`src/logic/perf_pkg.sv`:
```
// shared constants for the performance event counting block
`default_nettype none
package perf_pkg;
   // special register numbers of the move-to/move-from port
   localparam logic [9:0] SPR_MIRROR0 = 10'h3A8; // 936, read-only copy of primary control
   localparam logic [9:0] SPR_MIRROR1 = 10'h3AC; // 940, read-only copy of second control
   localparam logic [9:0] SPR_PRIMARY = 10'h3B8; // 952, primary control
   localparam logic [9:0] SPR_CNT1 = 10'h3B9; // 953
   localparam logic [9:0] SPR_CNT2 = 10'h3BA; // 954
   localparam logic [9:0] SPR_SECOND = 10'h3BC; // 956, second control
   localparam logic [9:0] SPR_CNT3 = 10'h3BD; // 957
   localparam logic [9:0] SPR_CNT4 = 10'h3BE; // 958

   // primary control fields, bit 0 is the most significant bit
   localparam int GIE_BIT = 5; // global interrupt enable
   localparam int FREEZE_BIT = 6; // freeze counters on interrupt
   localparam int TBSEL_HI = 7; // time-base bit field, bits 7..8
   localparam int TBSEL_LO = 8;
   localparam int THR_HI = 10; // latency threshold, bits 10..15
   localparam int THR_LO = 15;
   localparam int C1IE_BIT = 16; // counter one interrupt enable
   localparam int SHIE_BIT = 17; // shared enable for counters two to four
   localparam int SEL1_HI = 19; // counter one selector, bits 19..25
   localparam int SEL1_LO = 25;
   localparam int SEL2_HI = 26; // counter two selector, bits 26..31
   localparam int SEL2_LO = 31;

   // second control fields
   localparam int SEL3_HI = 0; // counter three selector, bits 0..4
   localparam int SEL3_LO = 4;
   localparam int SEL4_HI = 5; // counter four selector, bits 5..9
   localparam int SEL4_LO = 9;
   localparam logic [0:31] SECOND_WMASK = 32'hFFC0_0000; // bits 10..31 reserved

   // reset values
   localparam logic [0:31] PRIMARY_RST = 32'h0000_0000;
   localparam logic [0:31] SECOND_RST = 32'h0000_0000;
   localparam logic [0:31] CNT_RST = 32'h0000_0000;

   // shared event codes for counters one and two
   localparam int N_CODES = 13; // codes 0..12 are defined
   localparam int CODE_TB = 3; // time-base transition event
   localparam int CODE_COMMON_LAST = 4; // counters three and four share codes 1..4

   // time-base lower bit picked by each setting of the two-bit field
   localparam int TB_PICK0 = 15;
   localparam int TB_PICK1 = 19;
   localparam int TB_PICK2 = 23;
   localparam int TB_PICK3 = 31;
endpackage
`default_nettype wire

```
`src/logic/evt_counter.sv`:
```
// one 32-bit event counter with software load
`default_nettype none
module evt_counter
   import perf_pkg::*;
(
   input wire logic clk, // core clock
   input wire logic nrst, // async reset, active low
   input wire logic wr_en, // software load this cycle
   input wire logic [0:31] wdata, // value to load
   input wire logic run, // counting allowed
   input wire logic [1:0] inc, // occurrences this cycle, 0..2
   output logic [0:31] value_q // counter, bit 0 is the overflow indicator
);
   logic [0:31] value_d; // next count

   // load beats counting so software always sees its own value
   always_comb begin
      if (wr_en) begin
         value_d = wdata;
      end else if (run) begin
         // RL25 add full count
         value_d = value_q + {30'h0000_0000, inc};
      end else begin
         value_d = value_q; // frozen, counting not allowed
      end
   end

   // plain register; overflow is the top bit, not a separate flag
   always_ff @(posedge clk or negedge nrst) begin
      if (!nrst) value_q <= CNT_RST;
      else value_q <= value_d;
   end
endmodule
`default_nettype wire

```
`src/logic/sel_decode.sv`:
```
// maps a counter selector code onto the occurrence count of its event
`default_nettype none
module sel_decode
   import perf_pkg::*;
#(
   parameter int SEL_W = 7 // selector width
) (
   input wire logic [SEL_W-1:0] sel, // selector code
   input wire logic [1:0] amt [0:N_CODES-1], // occurrences per defined code
   output logic [1:0] inc // occurrences of the chosen event
);
   // codes above 12 are reserved and count nothing
   wire in_range = (sel < SEL_W'(N_CODES));

   // code 0 yields zero through the table, so the counter holds
   assign inc = in_range ? amt[sel[3:0]] : 2'h0;
endmodule
`default_nettype wire

```
`src/logic/perf_event_counters.sv`:
```
// performance monitor: four event counters, control registers and interrupt
`default_nettype none

// How it works
// RL1: primary control mirrored read-only at 936
// RL2: second control bits 0-4 select counter three
// RL3: bits 5-9 select counter four; rest reserved
// RL4: second control read/write at 956
// RL5: second control mirrored read-only at 940
// RL6: four 32-bit counters, overflow may interrupt
// RL7: bit 0 overflow, bits 1-31 count
// RL8: overflow when top bit becomes one
// RL9: interrupt needs global and matching enable
// RL10: interrupt pends until external enable set
// RL11: freeze bit stops counters on interrupt
// RL12: loading overflowed value may raise interrupt
// RL13: primary bits 19-31 pick events, counting window
// RL14: codes 0 hold, 1 cycles, 2 completions
// RL15: code 3 counts chosen time-base bit rises
// RL16: code 4 dispatches, code 5 barriers
// RL17: codes 6 table search, 7 L2, 8 fetch
// RL18: code 9 breakpoint match, 10 slow misses
// RL19: code 11 unresolved, 12 second-branch stall
// RL20: counter two codes mirror counter one's
// RL21: software avoids reserved selector codes
// RL22: hardware clears global enable on interrupt
// RL23: time-base field in primary bits 7-8
// RL24: six-bit latency threshold in bits 10-15
// RL25: multiple occurrences per cycle all counted
module perf_event_counters
   import perf_pkg::*;
(
   input wire logic CLOCK, // core clock, 125 MHz
   input wire logic NRST, // async reset, active low
   input wire logic [9:0] SPR_NUM, // special register number
   input wire logic SPR_WR, // move-to strobe, one cycle
   input wire logic SPR_RD, // move-from strobe, one cycle
   input wire logic [0:31] SPR_WDATA, // move-to data
   output logic [0:31] SPR_RDATA, // move-from data
   output logic SPR_RVALID, // move-from data valid, one cycle
   input wire logic [1:0] EV_COMPLETE, // instructions completed, no folded branches
   input wire logic [1:0] EV_DISPATCH, // instructions dispatched, 0..2
   input wire logic EV_BARRIER, // enforce-in-order barrier completed
   input wire logic EV_TABLE_SEARCH, // cycle in translation table search
   input wire logic EV_L2_HIT, // second-level cache hit
   input wire logic EV_FETCH_EA, // valid fetch address to memory
   input wire logic EV_BKPT_MATCH, // completion matched breakpoint register
   input wire logic EV_LOAD_MISS, // first-level load miss finished
   input wire logic [7:0] EV_LOAD_LAT, // latency of that miss in cycles
   input wire logic EV_UNRES_BR, // branch unresolved when processed
   input wire logic EV_STALL_BR2, // dispatch stall on second unresolved branch
   input wire logic [0:31] TB_LOWER, // time base lower word
   input wire logic [31:0] EV_SET3, // counter three events by code
   input wire logic [31:0] EV_SET4, // counter four events by code
   input wire logic EXT_IRQ_EN, // external-interrupt enable of the core
   input wire logic PM_EXC_TAKEN, // core took the monitor exception
   output logic PM_EXCEPTION // monitor exception request, level
);
   logic [0:31] primary_q, primary_d; // primary control register
   logic [0:31] second_q, second_d; // second control register
   logic [0:31] cnt1, cnt2, cnt3, cnt4; // counter values
   logic frozen_q, frozen_d; // counting stopped after interrupt
   logic pend_q, pend_d; // exception waiting for the core
   logic tb_prev_q; // chosen time-base bit, one cycle ago
   logic [0:31] rdata_d; // read mux
   logic [1:0] amt [0:N_CODES-1]; // occurrences per event code
   logic [1:0] inc1, inc2, inc3, inc4; // per-counter increments

   // register port decode
   wire wr_primary = SPR_WR && (SPR_NUM == SPR_PRIMARY);
   wire wr_second = SPR_WR && (SPR_NUM == SPR_SECOND);
   wire wr_c1 = SPR_WR && (SPR_NUM == SPR_CNT1);
   wire wr_c2 = SPR_WR && (SPR_NUM == SPR_CNT2);
   wire wr_c3 = SPR_WR && (SPR_NUM == SPR_CNT3);
   wire wr_c4 = SPR_WR && (SPR_NUM == SPR_CNT4);

   // primary control fields
   wire gie = primary_q[GIE_BIT];
   wire freeze_en = primary_q[FREEZE_BIT];
   // RL23 time-base field, bits 7-8
   wire [1:0] tb_sel = primary_q[TBSEL_HI:TBSEL_LO];
   wire [5:0] thresh = primary_q[THR_HI:THR_LO];
   wire c1_ie = primary_q[C1IE_BIT];
   wire sh_ie = primary_q[SHIE_BIT];
   // RL13 selectors in bits 19-31
   wire [6:0] sel1 = primary_q[SEL1_HI:SEL1_LO];
   wire [5:0] sel2 = primary_q[SEL2_HI:SEL2_LO];
   // RL2 counter three selector
   wire [4:0] sel3 = second_q[SEL3_HI:SEL3_LO];
   // RL3 counter four selector
   wire [4:0] sel4 = second_q[SEL4_HI:SEL4_LO];

   // RL15 pick time-base bit
   wire tb_bit = (tb_sel == 2'h0) ? TB_LOWER[TB_PICK0] :
                 (tb_sel == 2'h1) ? TB_LOWER[TB_PICK1] :
                 (tb_sel == 2'h2) ? TB_LOWER[TB_PICK2] : TB_LOWER[TB_PICK3];
   wire tb_rise = tb_bit && !tb_prev_q;

   // RL24 latency above threshold
   wire slow_miss = EV_LOAD_MISS && (EV_LOAD_LAT > {2'h0, thresh});

   // event table shared by counters one and two
   // RL14 hold, cycles, completions
   assign amt[0] = 2'h0;
   assign amt[1] = 2'h1;
   assign amt[2] = EV_COMPLETE;
   assign amt[3] = {1'b0, tb_rise};
   // RL16 dispatches and barriers
   assign amt[4] = EV_DISPATCH;
   assign amt[5] = {1'b0, EV_BARRIER};
   // RL17 search, L2 hit, fetch
   assign amt[6] = {1'b0, EV_TABLE_SEARCH};
   assign amt[7] = {1'b0, EV_L2_HIT};
   assign amt[8] = {1'b0, EV_FETCH_EA};
   // RL18 breakpoint and slow misses
   assign amt[9] = {1'b0, EV_BKPT_MATCH};
   assign amt[10] = {1'b0, slow_miss};
   // RL19 branch events
   assign amt[11] = {1'b0, EV_UNRES_BR};
   assign amt[12] = {1'b0, EV_STALL_BR2};

   // RL20 same table, narrower selector
   sel_decode #(.SEL_W(7)) u_pick1 (
      .sel(sel1),
      .amt(amt),
      .inc(inc1)
   );
   sel_decode #(.SEL_W(6)) u_pick2 (
      .sel(sel2),
      .amt(amt),
      .inc(inc2)
   );

   // counters three and four share codes 1..4, code 0 holds, codes 5..31 come from outside
   assign inc3 = (sel3 == 5'h00) ? 2'h0 :
                 (sel3 <= 5'(CODE_COMMON_LAST)) ? amt[sel3[2:0]] : {1'b0, EV_SET3[sel3]};
   assign inc4 = (sel4 == 5'h00) ? 2'h0 :
                 (sel4 <= 5'(CODE_COMMON_LAST)) ? amt[sel4[2:0]] : {1'b0, EV_SET4[sel4]};

   // RL8 overflow is the top bit
   wire ovf1 = cnt1[0];
   wire ovf_rest = cnt2[0] || cnt3[0] || cnt4[0];
   // RL9 qualify overflow; RL12 a loaded top bit counts too
   wire irq_fire = gie && ((c1_ie && ovf1) || (sh_ie && ovf_rest));

   // RL11 freeze after interrupt
   wire run = !frozen_q;

   // RL6 four counters; RL7 bit 0 overflow
   evt_counter u_cnt1 (
      .clk(CLOCK),
      .nrst(NRST),
      .wr_en(wr_c1),
      .wdata(SPR_WDATA),
      .run(run),
      .inc(inc1),
      .value_q(cnt1)
   );
   evt_counter u_cnt2 (
      .clk(CLOCK),
      .nrst(NRST),
      .wr_en(wr_c2),
      .wdata(SPR_WDATA),
      .run(run),
      .inc(inc2),
      .value_q(cnt2)
   );
   evt_counter u_cnt3 (
      .clk(CLOCK),
      .nrst(NRST),
      .wr_en(wr_c3),
      .wdata(SPR_WDATA),
      .run(run),
      .inc(inc3),
      .value_q(cnt3)
   );
   evt_counter u_cnt4 (
      .clk(CLOCK),
      .nrst(NRST),
      .wr_en(wr_c4),
      .wdata(SPR_WDATA),
      .run(run),
      .inc(inc4),
      .value_q(cnt4)
   );

   // control register next values
   always_comb begin
      primary_d = wr_primary ? SPR_WDATA : primary_q;
      // RL22 hardware clears global enable; wins over a same-cycle write
      if (irq_fire) primary_d[GIE_BIT] = 1'b0;
      // RL4 writable; RL3 reserved bits forced to zero
      second_d = wr_second ? (SPR_WDATA & SECOND_WMASK) : second_q;
   end

   // RL11 freeze set by interrupt, released by rewriting primary control
   assign frozen_d = (freeze_en && irq_fire) || (frozen_q && !wr_primary);
   // RL10 hold until taken; a new interrupt beats the acknowledge
   assign pend_d = irq_fire || (pend_q && !PM_EXC_TAKEN);

   // read mux; mirrors share the live registers, unmapped numbers read zero
   always_comb begin
      case (SPR_NUM)
         // RL1 primary mirror
         SPR_MIRROR0, SPR_PRIMARY: rdata_d = primary_q;
         // RL5 second mirror
         SPR_MIRROR1, SPR_SECOND: rdata_d = second_q;
         SPR_CNT1: rdata_d = cnt1;
         SPR_CNT2: rdata_d = cnt2;
         SPR_CNT3: rdata_d = cnt3;
         SPR_CNT4: rdata_d = cnt4;
         default: rdata_d = 32'h0000_0000;
      endcase
   end

   // control state; writes to mirror numbers decode to nothing
   always_ff @(posedge CLOCK or negedge NRST) begin
      if (!NRST) begin
         primary_q <= PRIMARY_RST;
         second_q <= SECOND_RST;
         frozen_q <= 1'b0;
         pend_q <= 1'b0;
         tb_prev_q <= 1'b0;
      end else begin
         primary_q <= primary_d;
         second_q <= second_d;
         frozen_q <= frozen_d;
         pend_q <= pend_d;
         tb_prev_q <= tb_bit;
      end
   end

   // registered outputs: read answer and exception request
   always_ff @(posedge CLOCK or negedge NRST) begin
      if (!NRST) begin
         SPR_RDATA <= 32'h0000_0000;
         SPR_RVALID <= 1'b0;
         PM_EXCEPTION <= 1'b0;
      end else begin
         SPR_RDATA <= SPR_RD ? rdata_d : 32'h0000_0000;
         SPR_RVALID <= SPR_RD;
         // RL10 masked by external enable
         PM_EXCEPTION <= pend_q && EXT_IRQ_EN && !PM_EXC_TAKEN;
      end
   end
endmodule
`default_nettype wire

```
`config.mk`:
```
export PLATFORM = sky130hd
export DESIGN_NAME = perf_event_counters
export DESIGN_NICKNAME = d
export VERILOG_FILES = /design/src/logic/perf_pkg.sv /design/src/logic/evt_counter.sv /design/src/logic/sel_decode.sv /design/src/logic/perf_event_counters.sv
export SDC_FILE = /design/constraint.sdc
export NUM_CORES = 1
export LEC_CHECK = 0
export BUFFER_PORTS_ARGS = -buffer_cell sky130_fd_sc_hd__buf_2
export CORE_MARGIN = 4
export CORE_UTILIZATION = 45
export DETAILED_ROUTE_END_ITERATION = 6
export PLACE_DENSITY_LB_ADDON = 0.05
export SLEW_MARGIN = 20
export SYNTH_ARGS = -nofsm -noshare
export SYNTH_HDL_FRONTEND = slang
export SYNTH_SLANG_ARGS = --single-unit
```
`constraint.sdc`:
```
create_clock -name CLOCK -period 7.46 [get_ports CLOCK]
set_input_delay 0.746 -clock CLOCK [delete_from_list [all_inputs] [get_ports CLOCK]]
set_output_delay 0.746 -clock CLOCK [all_outputs]
set_load 0.02 [all_outputs]
```
==> results of run 1 <==
power by group:
group	total, uW	switching (uW)	internal [uW]
sequential	1190	37.9	1150
combinational	181	107	74.0
clock	1240	486	758
total	2610	631	1980
area by class of cell:
type,instances,area share
multi-input combinational,983,0.4746
sequential,207,0.3623
timing repair buffer,175,0.06476
clock buffer,36,0.05216
tap,341,0.02984
inverter,35,0.009190
clock inverter,8,0.007089
cells in the mapped netlist, types with 5 or more instances:
master    instances
nand3_1          50
nand2_1          98
dfrtp_1         207
nor3b_1           5
inv_1            35
a221o_1          10
and2_1           34
a222oi_1         22
a2111o_1          6
nor3_1           16
clkbuf_1         61
a21oi_1         110
ha_1             14
or3_1             5
nand4_1          43
o22ai_1          24
mux2i_1          16
buf_2            18
mux2_2           40
mux4_2           15
nor2_1          133
nand3b_1          8
nor2b_1           6
nor4_1           20
xor2_1           53
xnor2_1          61
nand2b_1          6
a22oi_1          43
and3_1           18
o21ai_1          13
nor3_2            8
o21ai_0          40
and4_1           13
sequential cells by signal, summed over array words and instances, names as in the netlist:
register        cells
primary_q          32
second_q           10
tb_prev_q           1
u_cnt2.value_q     32
pend_q              1
frozen_q            1
u_cnt1.value_q     32
u_cnt3.value_q     32
PM_EXCEPTION        1
SPR_RDATA          32
u_cnt4.value_q     32
SPR_RVALID          1
path summary, 6_finish.rpt:
kind | start | to | cells past startpoint
max | primary_q[8] | u_cnt4.value_q[7] | 13
max reg2reg | primary_q[8] | u_cnt4.value_q[7] | 13
min in group CLOCK | SPR_RD | SPR_RVALID | 1
min | NRST | tb_prev_q | 1
max in group asynchronous | NRST | SPR_RDATA[24] | 2
min reg2reg | pend_q | pend_q | 1
stage by stage:
stage | std cells | total power [uW] | cell area [um^2]
after detailed placement | 1741 | 1391 | 13430
after floorplan | 1310 | 1280 | 12340
after CTS | 1785 | 2641 | 14280
after global routing | 1785 | 2716 | 14300
after global placement | 1741 | 1387 | 13430
final | 1785 | 2615 | 14300
layer usage:
| metal | up-vias | track usage | routed length, um |
|---|---|---|---|
| li1 | 5021 | - | - |
| met1 | 5293 | 0.3573 | 17370 |
| met2 | 351 | 0.4162 | 18470 |
| met3 | 53 | 0.03817 | 2397 |
| met4 | 0 | 0.06302 | 920 |
| met5 | - | 0 | 0 |
kinds of logic (layout without fill, tap and decap cells):
group,after synthesis,in the layout,share of synthesized area
AO/OA/AOI/OAI,287,287,0.1484
XOR/XNOR,114,114,0.08092
multiplexers,71,71,0.07686
adder cells (fa/ha/maj),18,18,0.02069
flip-flops,207,207,0.4198
buffers and inverters,120,254,0.03955
AND/OR/NAND/NOR,493,493,0.2138
critical path, cell delays in order (launching register included):
cell and delay, ps:
dfrtp_1 410, mux4_2 360, nand2b_1 180, a311o_1 410, a221oi_1 240, a21o_1 120
ha_1 150, inv_1 50, fa_1 480, nor2_1 330, nand4_1 570, nor4_1 550
xnor2_1 170, a21oi_1 80
==> flow_metrics.env, run 1 <==
export IMPL_min_path_type="in -> async"
export IMPL_cts_tree="built"
export IMPL_yosysWarnings=0
export IMPL_ant_nets=0
export IMPL_synth_cell_types=66
export IMPL_drive_above_1_share=0.2140
export IMPL_hold_buffers=0
export IMPL_overflow=0
export IMPL_yosys_area_top_type_share=0.4198
export IMPL_syn2layout_area_growth_pct=15.86
export IMPL_setup_slack_ps=3198
export IMPL_syn_area_per_cell_um2=9.419
export IMPL_timing_final_crit_share=0.5713
export IMPL_final_cell_mix="207 x dfrtp_1, 158 x buf_2, 130 x nor2_1, 109 x a21oi_1, 97 x nand2_1"
export IMPL_fill_cells=2578
export IMPL_syn_area_um2=12340
export IMPL_vias_per_cell=6.004
export IMPL_grt_max_degree=91
export IMPL_grt_pass1_vias=10386
export IMPL_die_area_um2=30130
export IMPL_clk_path_buf_depth=3
export IMPL_clock_latency_ps=530
export IMPL_p_leak_uw=0.006218
export IMPL_coreArea_um2=26950
export IMPL_die_w_um=173.6
export IMPL_clk_pin_slew_ps=60
export IMPL_reg2reg_slack_ps=3200
export IMPL_cp_arrival_ps=4640
export IMPL_synth_edff_count=0
export IMPL_h_tree_depth=1
export IMPL_io_buffers=159
export IMPL_synth_seq_cells=207
export IMPL_wl_mm=39.16
export IMPL_post_dp_hpwl_mm=27.61
export IMPL_critPathKind="reg -> reg"
export IMPL_synth_area_leaders="dfrtp_1 42%, a21oi_1 4.5%, xnor2_1 4.3%"
export IMPL_whs_ps=205.6
export IMPL_cts_resized=0
export IMPL_first_iter_violations=852
export IMPL_grt_usage=0.2541
export IMPL_ys_flop_type="dfrtp_1"
export IMPL_peakVddDrop_mv=0.1400
export IMPL_period_needed_ps=4262
export IMPL_crit_required_ps=7830
export IMPL_gp_congestion=0.8407
export IMPL_num_vias=10718
export IMPL_rows=60
export IMPL_powerDensity_nw_per_um2=182.9
export IMPL_syn_nets=1492
export IMPL_start_kind="flip-flop"
export IMPL_multi_input_area_um2=6785
export IMPL_grt_pass1_wl_mm=61.08
export IMPL_violations="design-rule violations"
export IMPL_synth_seq_area_share=0.4198
export IMPL_post_cts_repair_setup_buffers=0
export IMPL_worst_pin_slew_ps=1196
export IMPL_slew_headroom=0.1951
export IMPL_status="complete, but fails checks"
export IMPL_finClkSkew_ps=19.44
export IMPL_post_route_util=0.5305
export IMPL_finalSetupTns_ps=0
export IMPL_chipHeight_um=173.6
export IMPL_drc=29
export IMPL_drv_cap=0
export IMPL_antenna_found_initial=0
export IMPL_io_pins=198
export IMPL_cts_sinks=207
export IMPL_drt_pass1_iterations=7
export IMPL_wl_per_cell_um=21.94
export IMPL_finalMaxSlewViolations=0
export IMPL_syn_inst=1310
export IMPL_hold_viol=0
export IMPL_final_common_cell="dfrtp_1"
export IMPL_finalSetupViolations=0
export IMPL_numCtsBuffers=24
export IMPL_cts_root_buf="clkbuf_16"
export IMPL_synth_top_cell_by_area="dfrtp_1"
export IMPL_start_util=0.4578
export IMPL_fmax_mhz=234.7
export IMPL_async_flop_share=1.000
export IMPL_crit_path_end_kind="flip-flop"
export IMPL_dpl_worst_slack_ps=2964
export IMPL_grt_setup_unrepaired="no"
export IMPL_regArea_um2=5180
export IMPL_path_max_fanout=6
export IMPL_n_antenna_cell=0
export IMPL_nets=1608
No activity file was read; power rests on OpenSTA's default activity.
==> run 2, diff against run 1 <==
- ABC_AREA: not set -> 1
- clock period: 7.46 -> 3.7 ns (I/O delays scaled with it)
==> flow_metrics.env, run 2 <==
export IMPL_reg2reg_to="u_cnt1.value_q[13]"
export IMPL_clk_pin_slew_ps=60
export IMPL_drc=0
export IMPL_vias_per_cell=5.642
export IMPL_wl_per_cell_um=22.86
export IMPL_start_kind="flip-flop"
export IMPL_power_frac_seq=0.413
export IMPL_post_cts_repair_setup_buffers=0
export IMPL_n_antenna_cell=0
export IMPL_io_pins=198
export IMPL_syn_nets=2353
export IMPL_critPathKind="reg -> reg"
export IMPL_yosys_top_cells_count="738 x nand2_1, 284 x inv_1, 220 x nor2_1, 207 x dfrtp_1, 115 x o21ai_0"
export IMPL_setup_slack_ps=291.6
export IMPL_cp_arrival_ps=3850
export IMPL_start_util=0.4567
export IMPL_coreArea_um2=31560
export IMPL_grt_setup_unrepaired="no"
export IMPL_sw_frac_of_total=0.2849
export IMPL_dpl_worst_slack_ps=123.6
export IMPL_final_common_cell="nand2_1"
export IMPL_fill_cells=3262
export IMPL_h_tree_depth=1
export IMPL_cts_sinks=207
export IMPL_chipHeight_um=187.0
export IMPL_finClkSkew_ps=23.39
export IMPL_synth_area_leaders="dfrtp_1 36%, nand2_1 19%, inv_1 7.4%"
export IMPL_die_area_um2=34950
export IMPL_yosysWarnings=0
export IMPL_clock_latency_ps=560
export IMPL_slew_headroom=0.3384
export IMPL_num_vias=15477
export IMPL_powerDensity_nw_per_um2=364.8
export IMPL_synth_seq_area_share=0.3594
export IMPL_busiest_layer="met2"
export IMPL_antenna_found_initial=1
export IMPL_use_met1=0.4776
export IMPL_gp_congestion=1.012
export IMPL_ant_nets=0
export IMPL_status="finished clean"
export IMPL_clk_path_buf_depth=3
export IMPL_period_needed_ps=3408
export IMPL_r2r_start="primary_q[13]"
export IMPL_numCtsBuffers=26
export IMPL_finalSetupViolations=0
export IMPL_cts_tree="built"
export IMPL_synth_edff_count=0
export IMPL_grt_pass1_wl_mm=93.09
export IMPL_die_w_um=187.0
export IMPL_syn2layout_area_growth_pct=14.91
export IMPL_pwr_share_clk=0.472
export IMPL_internal_power_uw=4320
export IMPL_grt_pass1_vias=14677
export IMPL_cp_endpoint="u_cnt1.value_q[13]"
export IMPL_async_flop_share=1.000
export IMPL_p_sw_uw=1721
export IMPL_overflow=0
export IMPL_use_met2=0.5489
export IMPL_syn_inst=2171
export IMPL_drive_above_1_share=0.1209
export IMPL_fmax_mhz=293.4
export IMPL_ys_flop_type="dfrtp_1"
export IMPL_synth_top_cell_by_area="dfrtp_1"
export IMPL_r2r_cells=22
export IMPL_multi_input_area_um2=7770
export IMPL_timing_final_crit_share=0.9212
export IMPL_use_met3=0.06028
export IMPL_startpoint="primary_q[13]"
export IMPL_worst_pin_slew_ps=991.3
export IMPL_drt_pass1_iterations=6
export IMPL_p_leak_uw=0.007853
export IMPL_first_iter_violations=1770
export IMPL_post_dp_hpwl_mm=47.76
export IMPL_grt_max_degree=77
export IMPL_crit_path_end_kind="flip-flop"
export IMPL_crit_required_ps=4140
export IMPL_reg2reg_slack_ps=290
export IMPL_finalSetupTns_ps=0
export IMPL_path_max_fanout=4
export IMPL_synth_seq_cells=207
export IMPL_syn_area_per_cell_um2=6.638
export IMPL_regArea_um2=5180
export IMPL_rows=65
export IMPL_min_path_type="in -> reg"
export IMPL_wl_mm=62.70
export IMPL_synth_cell_types=47
export IMPL_nets=2504
export IMPL_final_cell_mix="738 x nand2_1, 284 x inv_1, 219 x nor2_1, 207 x dfrtp_1, 159 x buf_2"
export IMPL_finalMaxSlewViolations=0
export IMPL_drv_cap=0
export IMPL_io_buffers=160
export IMPL_hold_viol=0
export IMPL_yosysMostFrequentCell="nand2_1"
export IMPL_grt_usage=0.3496
export IMPL_peakVddDrop_mv=0.3387
export IMPL_yosys_area_top_type_share=0.3594
export IMPL_combPwrFrac=0.114
export IMPL_syn_area_um2=14410
export IMPL_cts_root_buf="clkbuf_16"
[run 2: cell count changes after synthesis, sizes merged, moves of 49 or more]
cell | before | now
a21oi | 110 | 34
inv | 35 | 299
nand2 | 98 | 752
nand3 | 50 | 106
nor2 | 133 | 235
o211ai | 2 | 51
o21ai | 55 | 139
[run 2: logic make-up (layout without fill, tap and decap cells)]
family | after synthesis | count (layout) | synth area share
and+or+nand+nor | 1198 | 1198 | 0.3455
buffers and inverters | 364 | 534 | 0.1018
AOI/OAI and AO/OA | 290 | 290 | 0.1183
DFF | 207 | 207 | 0.3594
xor gates and xnor gates | 93 | 93 | 0.05652
adders and majority gates | 18 | 18 | 0.01771
muxes | 1 | 1 | 0.0006946
[run 2: worst min path at each step]
stage                       from      endpoint  depth (start not counted)
finish                EXT_IRQ_EN  PM_EXCEPTION                          3
global route        SPR_WDATA[7]  primary_q[7]                          3
CTS                   EXT_IRQ_EN  PM_EXCEPTION                          3
detailed placement          NRST   second_q[9]                          1
global placement            NRST   second_q[9]                          1
floorplan                   NRST  PM_EXCEPTION                          0
[run 2: power groups by stage]
stage	Sequential (uW)	Combinational, uW	Clock (uW)
floorplan	2480	346	0
global placement	2530	661	0
detailed placement	2530	673	0
CTS	2490	678	2880
global route	2510	748	2970
finish	2500	690	2850
[run 2: timing repair]
item,in CTS,in global routing
hold endpoints to repair,76,0
resized for setup,0,3
endpoints found under the setup margin,0,9
hold buffers,3,0
[run 2: worst max-delay path, cell delays in order, from the launching register on]
cell and delay, ps:
dfrtp_1 360, inv_1 160, ha_1 260, nand2_1 80, nor2_1 50, a21boi_1 190, nand3_1 100, nand2_1 90
nand2_1 60, a21oi_2 210, ha_1 220, inv_1 70, fa_1 380, inv_1 70, nand2_1 60, nor2_1 110
buf_4 150, nand2_1 90, nor2_2 160, nand3_1 110, xor2_1 170, nand2_1 70, nand3_1 80
[run 2: layout make-up]
type	count	area share
Sequential cell	207	0.3128
Inverter	301	0.06830
Multi-Input combinational cell	1600	0.4692
Clock buffer	35	0.04503
Timing Repair Buffer	186	0.06271
Tap cell	402	0.03037
Clock inverter	12	0.01156
[run 2: through the flow]
step | utilization | instance area [um^2] | total power [uW] | cells | hold WS [ps]
after global routing | 0.5248 | 16560 | 6221 | 2743 | 36.63
final | 0.5248 | 16560 | 6041 | 2743 | 23.76
after global placement | 0.4939 | 15590 | 3193 | 2693 | 406.7
after detailed placement | 0.4939 | 15590 | 3204 | 2693 | 402.2
after floorplan | - | 14410 | 2825 | 2171 | 74.41
after CTS | 0.5246 | 16550 | 6045 | 2743 | 10.65
[run 2: per-layer routing]
| layer | wire (um) | vias up |
|---|---|---|
| met3 | 5670 | 138 |
| met1 | 25500 | 7398 |
| met5 | 0 | - |
| li1 | - | 7198 |
| met2 | 28150 | 743 |
| met4 | 3376 | 0 |
==> run 3, diff against run 2 <==
- MAX_ROUTING_LAYER: not set -> met4
==> flow_metrics.env, run 3 (synthesis results as in run 2) <==
export IMPL_crit_path_end_kind="flip-flop"
export IMPL_reg2reg_slack_ps=270
export IMPL_finalMaxSlewViolations=0
export IMPL_n_antenna_cell=0
export IMPL_critPathKind="reg -> reg"
export IMPL_setup_slack_ps=266.4
export IMPL_dpl_worst_slack_ps=177.3
export IMPL_grt_pass1_vias=14664
export IMPL_post_cts_repair_setup_buffers=0
export IMPL_first_iter_violations=1563
export IMPL_post_dp_hpwl_mm=48.27
export IMPL_drv_cap=0
export IMPL_start_kind="flip-flop"
export IMPL_min_path_type="in -> reg"
export IMPL_h_tree_depth=1
export IMPL_reg2reg_to="u_cnt1.value_q[15]"
export IMPL_clk_path_buf_depth=3
export IMPL_rows=65
export IMPL_min_delay_start="EXT_IRQ_EN"
export IMPL_vias_per_cell=5.634
export IMPL_chipHeight_um=187.0
export IMPL_path_max_fanout=4
export IMPL_cts_root_buf="clkbuf_16"
export IMPL_whs_ps=35.60
export IMPL_powerDensity_nw_per_um2=376.9
export IMPL_overflow=0
export IMPL_grt_pass1_wl_mm=93.48
export IMPL_die_w_um=187.0
export IMPL_grt_max_degree=97
export IMPL_io_buffers=160
export IMPL_io_pins=198
export IMPL_holdPathEnd="PM_EXCEPTION"
export IMPL_peakVddDrop_mv=0.3378
export IMPL_wl_per_cell_um=23.11
export IMPL_nets=2507
export IMPL_final_common_cell="nand2_1"
export IMPL_cp_arrival_ps=3900
export IMPL_gp_congestion=1.023
export IMPL_hold_viol=0
export IMPL_crit_required_ps=4160
export IMPL_p_leak_uw=0.007900
export IMPL_finClkSkew_ps=23.67
export IMPL_timing_final_crit_share=0.9280
export IMPL_drc=0
export IMPL_num_vias=15470
export IMPL_r2r_start="primary_q[13]"
export IMPL_hold_path_depth=3
export IMPL_grt_setup_unrepaired="no"
export IMPL_cts_sinks=207
export IMPL_finalSetupViolations=0
export IMPL_final_cell_mix="738 x nand2_1, 283 x inv_1, 219 x nor2_1, 207 x dfrtp_1, 159 x buf_2"
export IMPL_grt_usage=0.3614
export IMPL_fill_cells=3267
export IMPL_die_area_um2=34950
export IMPL_period_needed_ps=3434
export IMPL_antenna_found_initial=2
export IMPL_drive_above_1_share=0.1237
export IMPL_r2r_cells=22
export IMPL_drt_pass1_iterations=6
export IMPL_start_util=0.4567
export IMPL_syn2layout_area_growth_pct=15.57
export IMPL_post_route_util=0.5278
export IMPL_clk_pin_slew_ps=60
export IMPL_clock_latency_ps=560
export IMPL_power_total_uw=6277
export IMPL_fmax_mhz=291.2
export IMPL_status="finished clean"
export IMPL_wl_mm=63.46
export IMPL_slew_headroom=0.3427
export IMPL_ant_nets=0
export IMPL_finalSetupTns_ps=0
export IMPL_numCtsBuffers=27
export IMPL_cts_tree="built"
export IMPL_coreArea_um2=31560
export IMPL_worst_pin_slew_ps=984.9
run 3: cell type report:
class | instances | area (um^2) | area share
clock inverters | 13 | 250.2 | 0.01503
clock buffers | 35 | 775.7 | 0.04658
multi-input cells | 1600 | 7770 | 0.4665
repair buffers | 188 | 1041 | 0.06250
flip-flops and latches | 207 | 5180 | 0.3110
well taps | 402 | 503.0 | 0.03020
inverters | 301 | 1135 | 0.06814
run 3: repair_timing:
action	CTS	global route
endpoints found under the hold margin	93	0
setup endpoints to repair	0	13
gates resized for setup	0	4
hold buffers	3	0
run 3: worst max-delay path by stage:
stage,to,startpoint,slack (ps),cells past startpoint
2_1_floorplan,u_cnt1.value_q[13],EV_LOAD_LAT[3],720,20
3_3_place_gp,u_cnt1.value_q[13],EV_LOAD_LAT[3],150,22
3_5_place_dp,u_cnt1.value_q[13],EV_LOAD_LAT[3],180,22
4_1_cts,u_cnt1.value_q[13],primary_q[13],160,22
5_1_grt,u_cnt2.value_q[5],primary_q[13],50,21
6_report,u_cnt1.value_q[15],primary_q[13],270,22
run 3: routing by layer:
| metal | global-route usage | vias to the layer above | routed length [um] |
|---|---|---|---|
| li1 | - | 7187 | - |
| met1 | 0.4851 | 7411 | 26470 |
| met2 | 0.5507 | 738 | 28320 |
| met3 | 0.06122 | 134 | 5461 |
| met4 | 0.1394 | 0 | 3215 |
| met5 | - | - | 0 |
run 3: worst max-delay path: stages, from the launching register on:
cell,delay [ps]
dfrtp_1,360
inv_1,160
ha_1,260
nand2_1,80
nor2_1,50
a21boi_1,170
nand3_1,100
nand2_1,100
nand2_1,80
a21oi_2,220
ha_1,210
inv_1,70
fa_1,400
inv_1,70
nand2_1,60
nor2_1,120
buf_4,150
nand2_1,80
buf_4,160
nor2_1,120
xor2_1,160
nand2_1,60
o211ai_1,100
run 3: stage by stage:
| step | cells | cell area, um^2 |
|---|---|---|
| 2_1_floorplan | 2171 | 14410 |
| 3_3_place_gp | 2695 | 15590 |
| 3_5_place_dp | 2695 | 15590 |
| 4_1_cts | 2746 | 16640 |
| 5_1_grt | 2746 | 16650 |
| 6_report | 2746 | 16650 |
run 3: power by group:
part	switching [uW]	leakage [uW]	total [uW]	internal (uW)
registers	142	0.00272	2500	2360
clock network	1130	0.000503	3080	1950
logic	491	0.00468	693	202
total	1760	0.00790	6280	4520
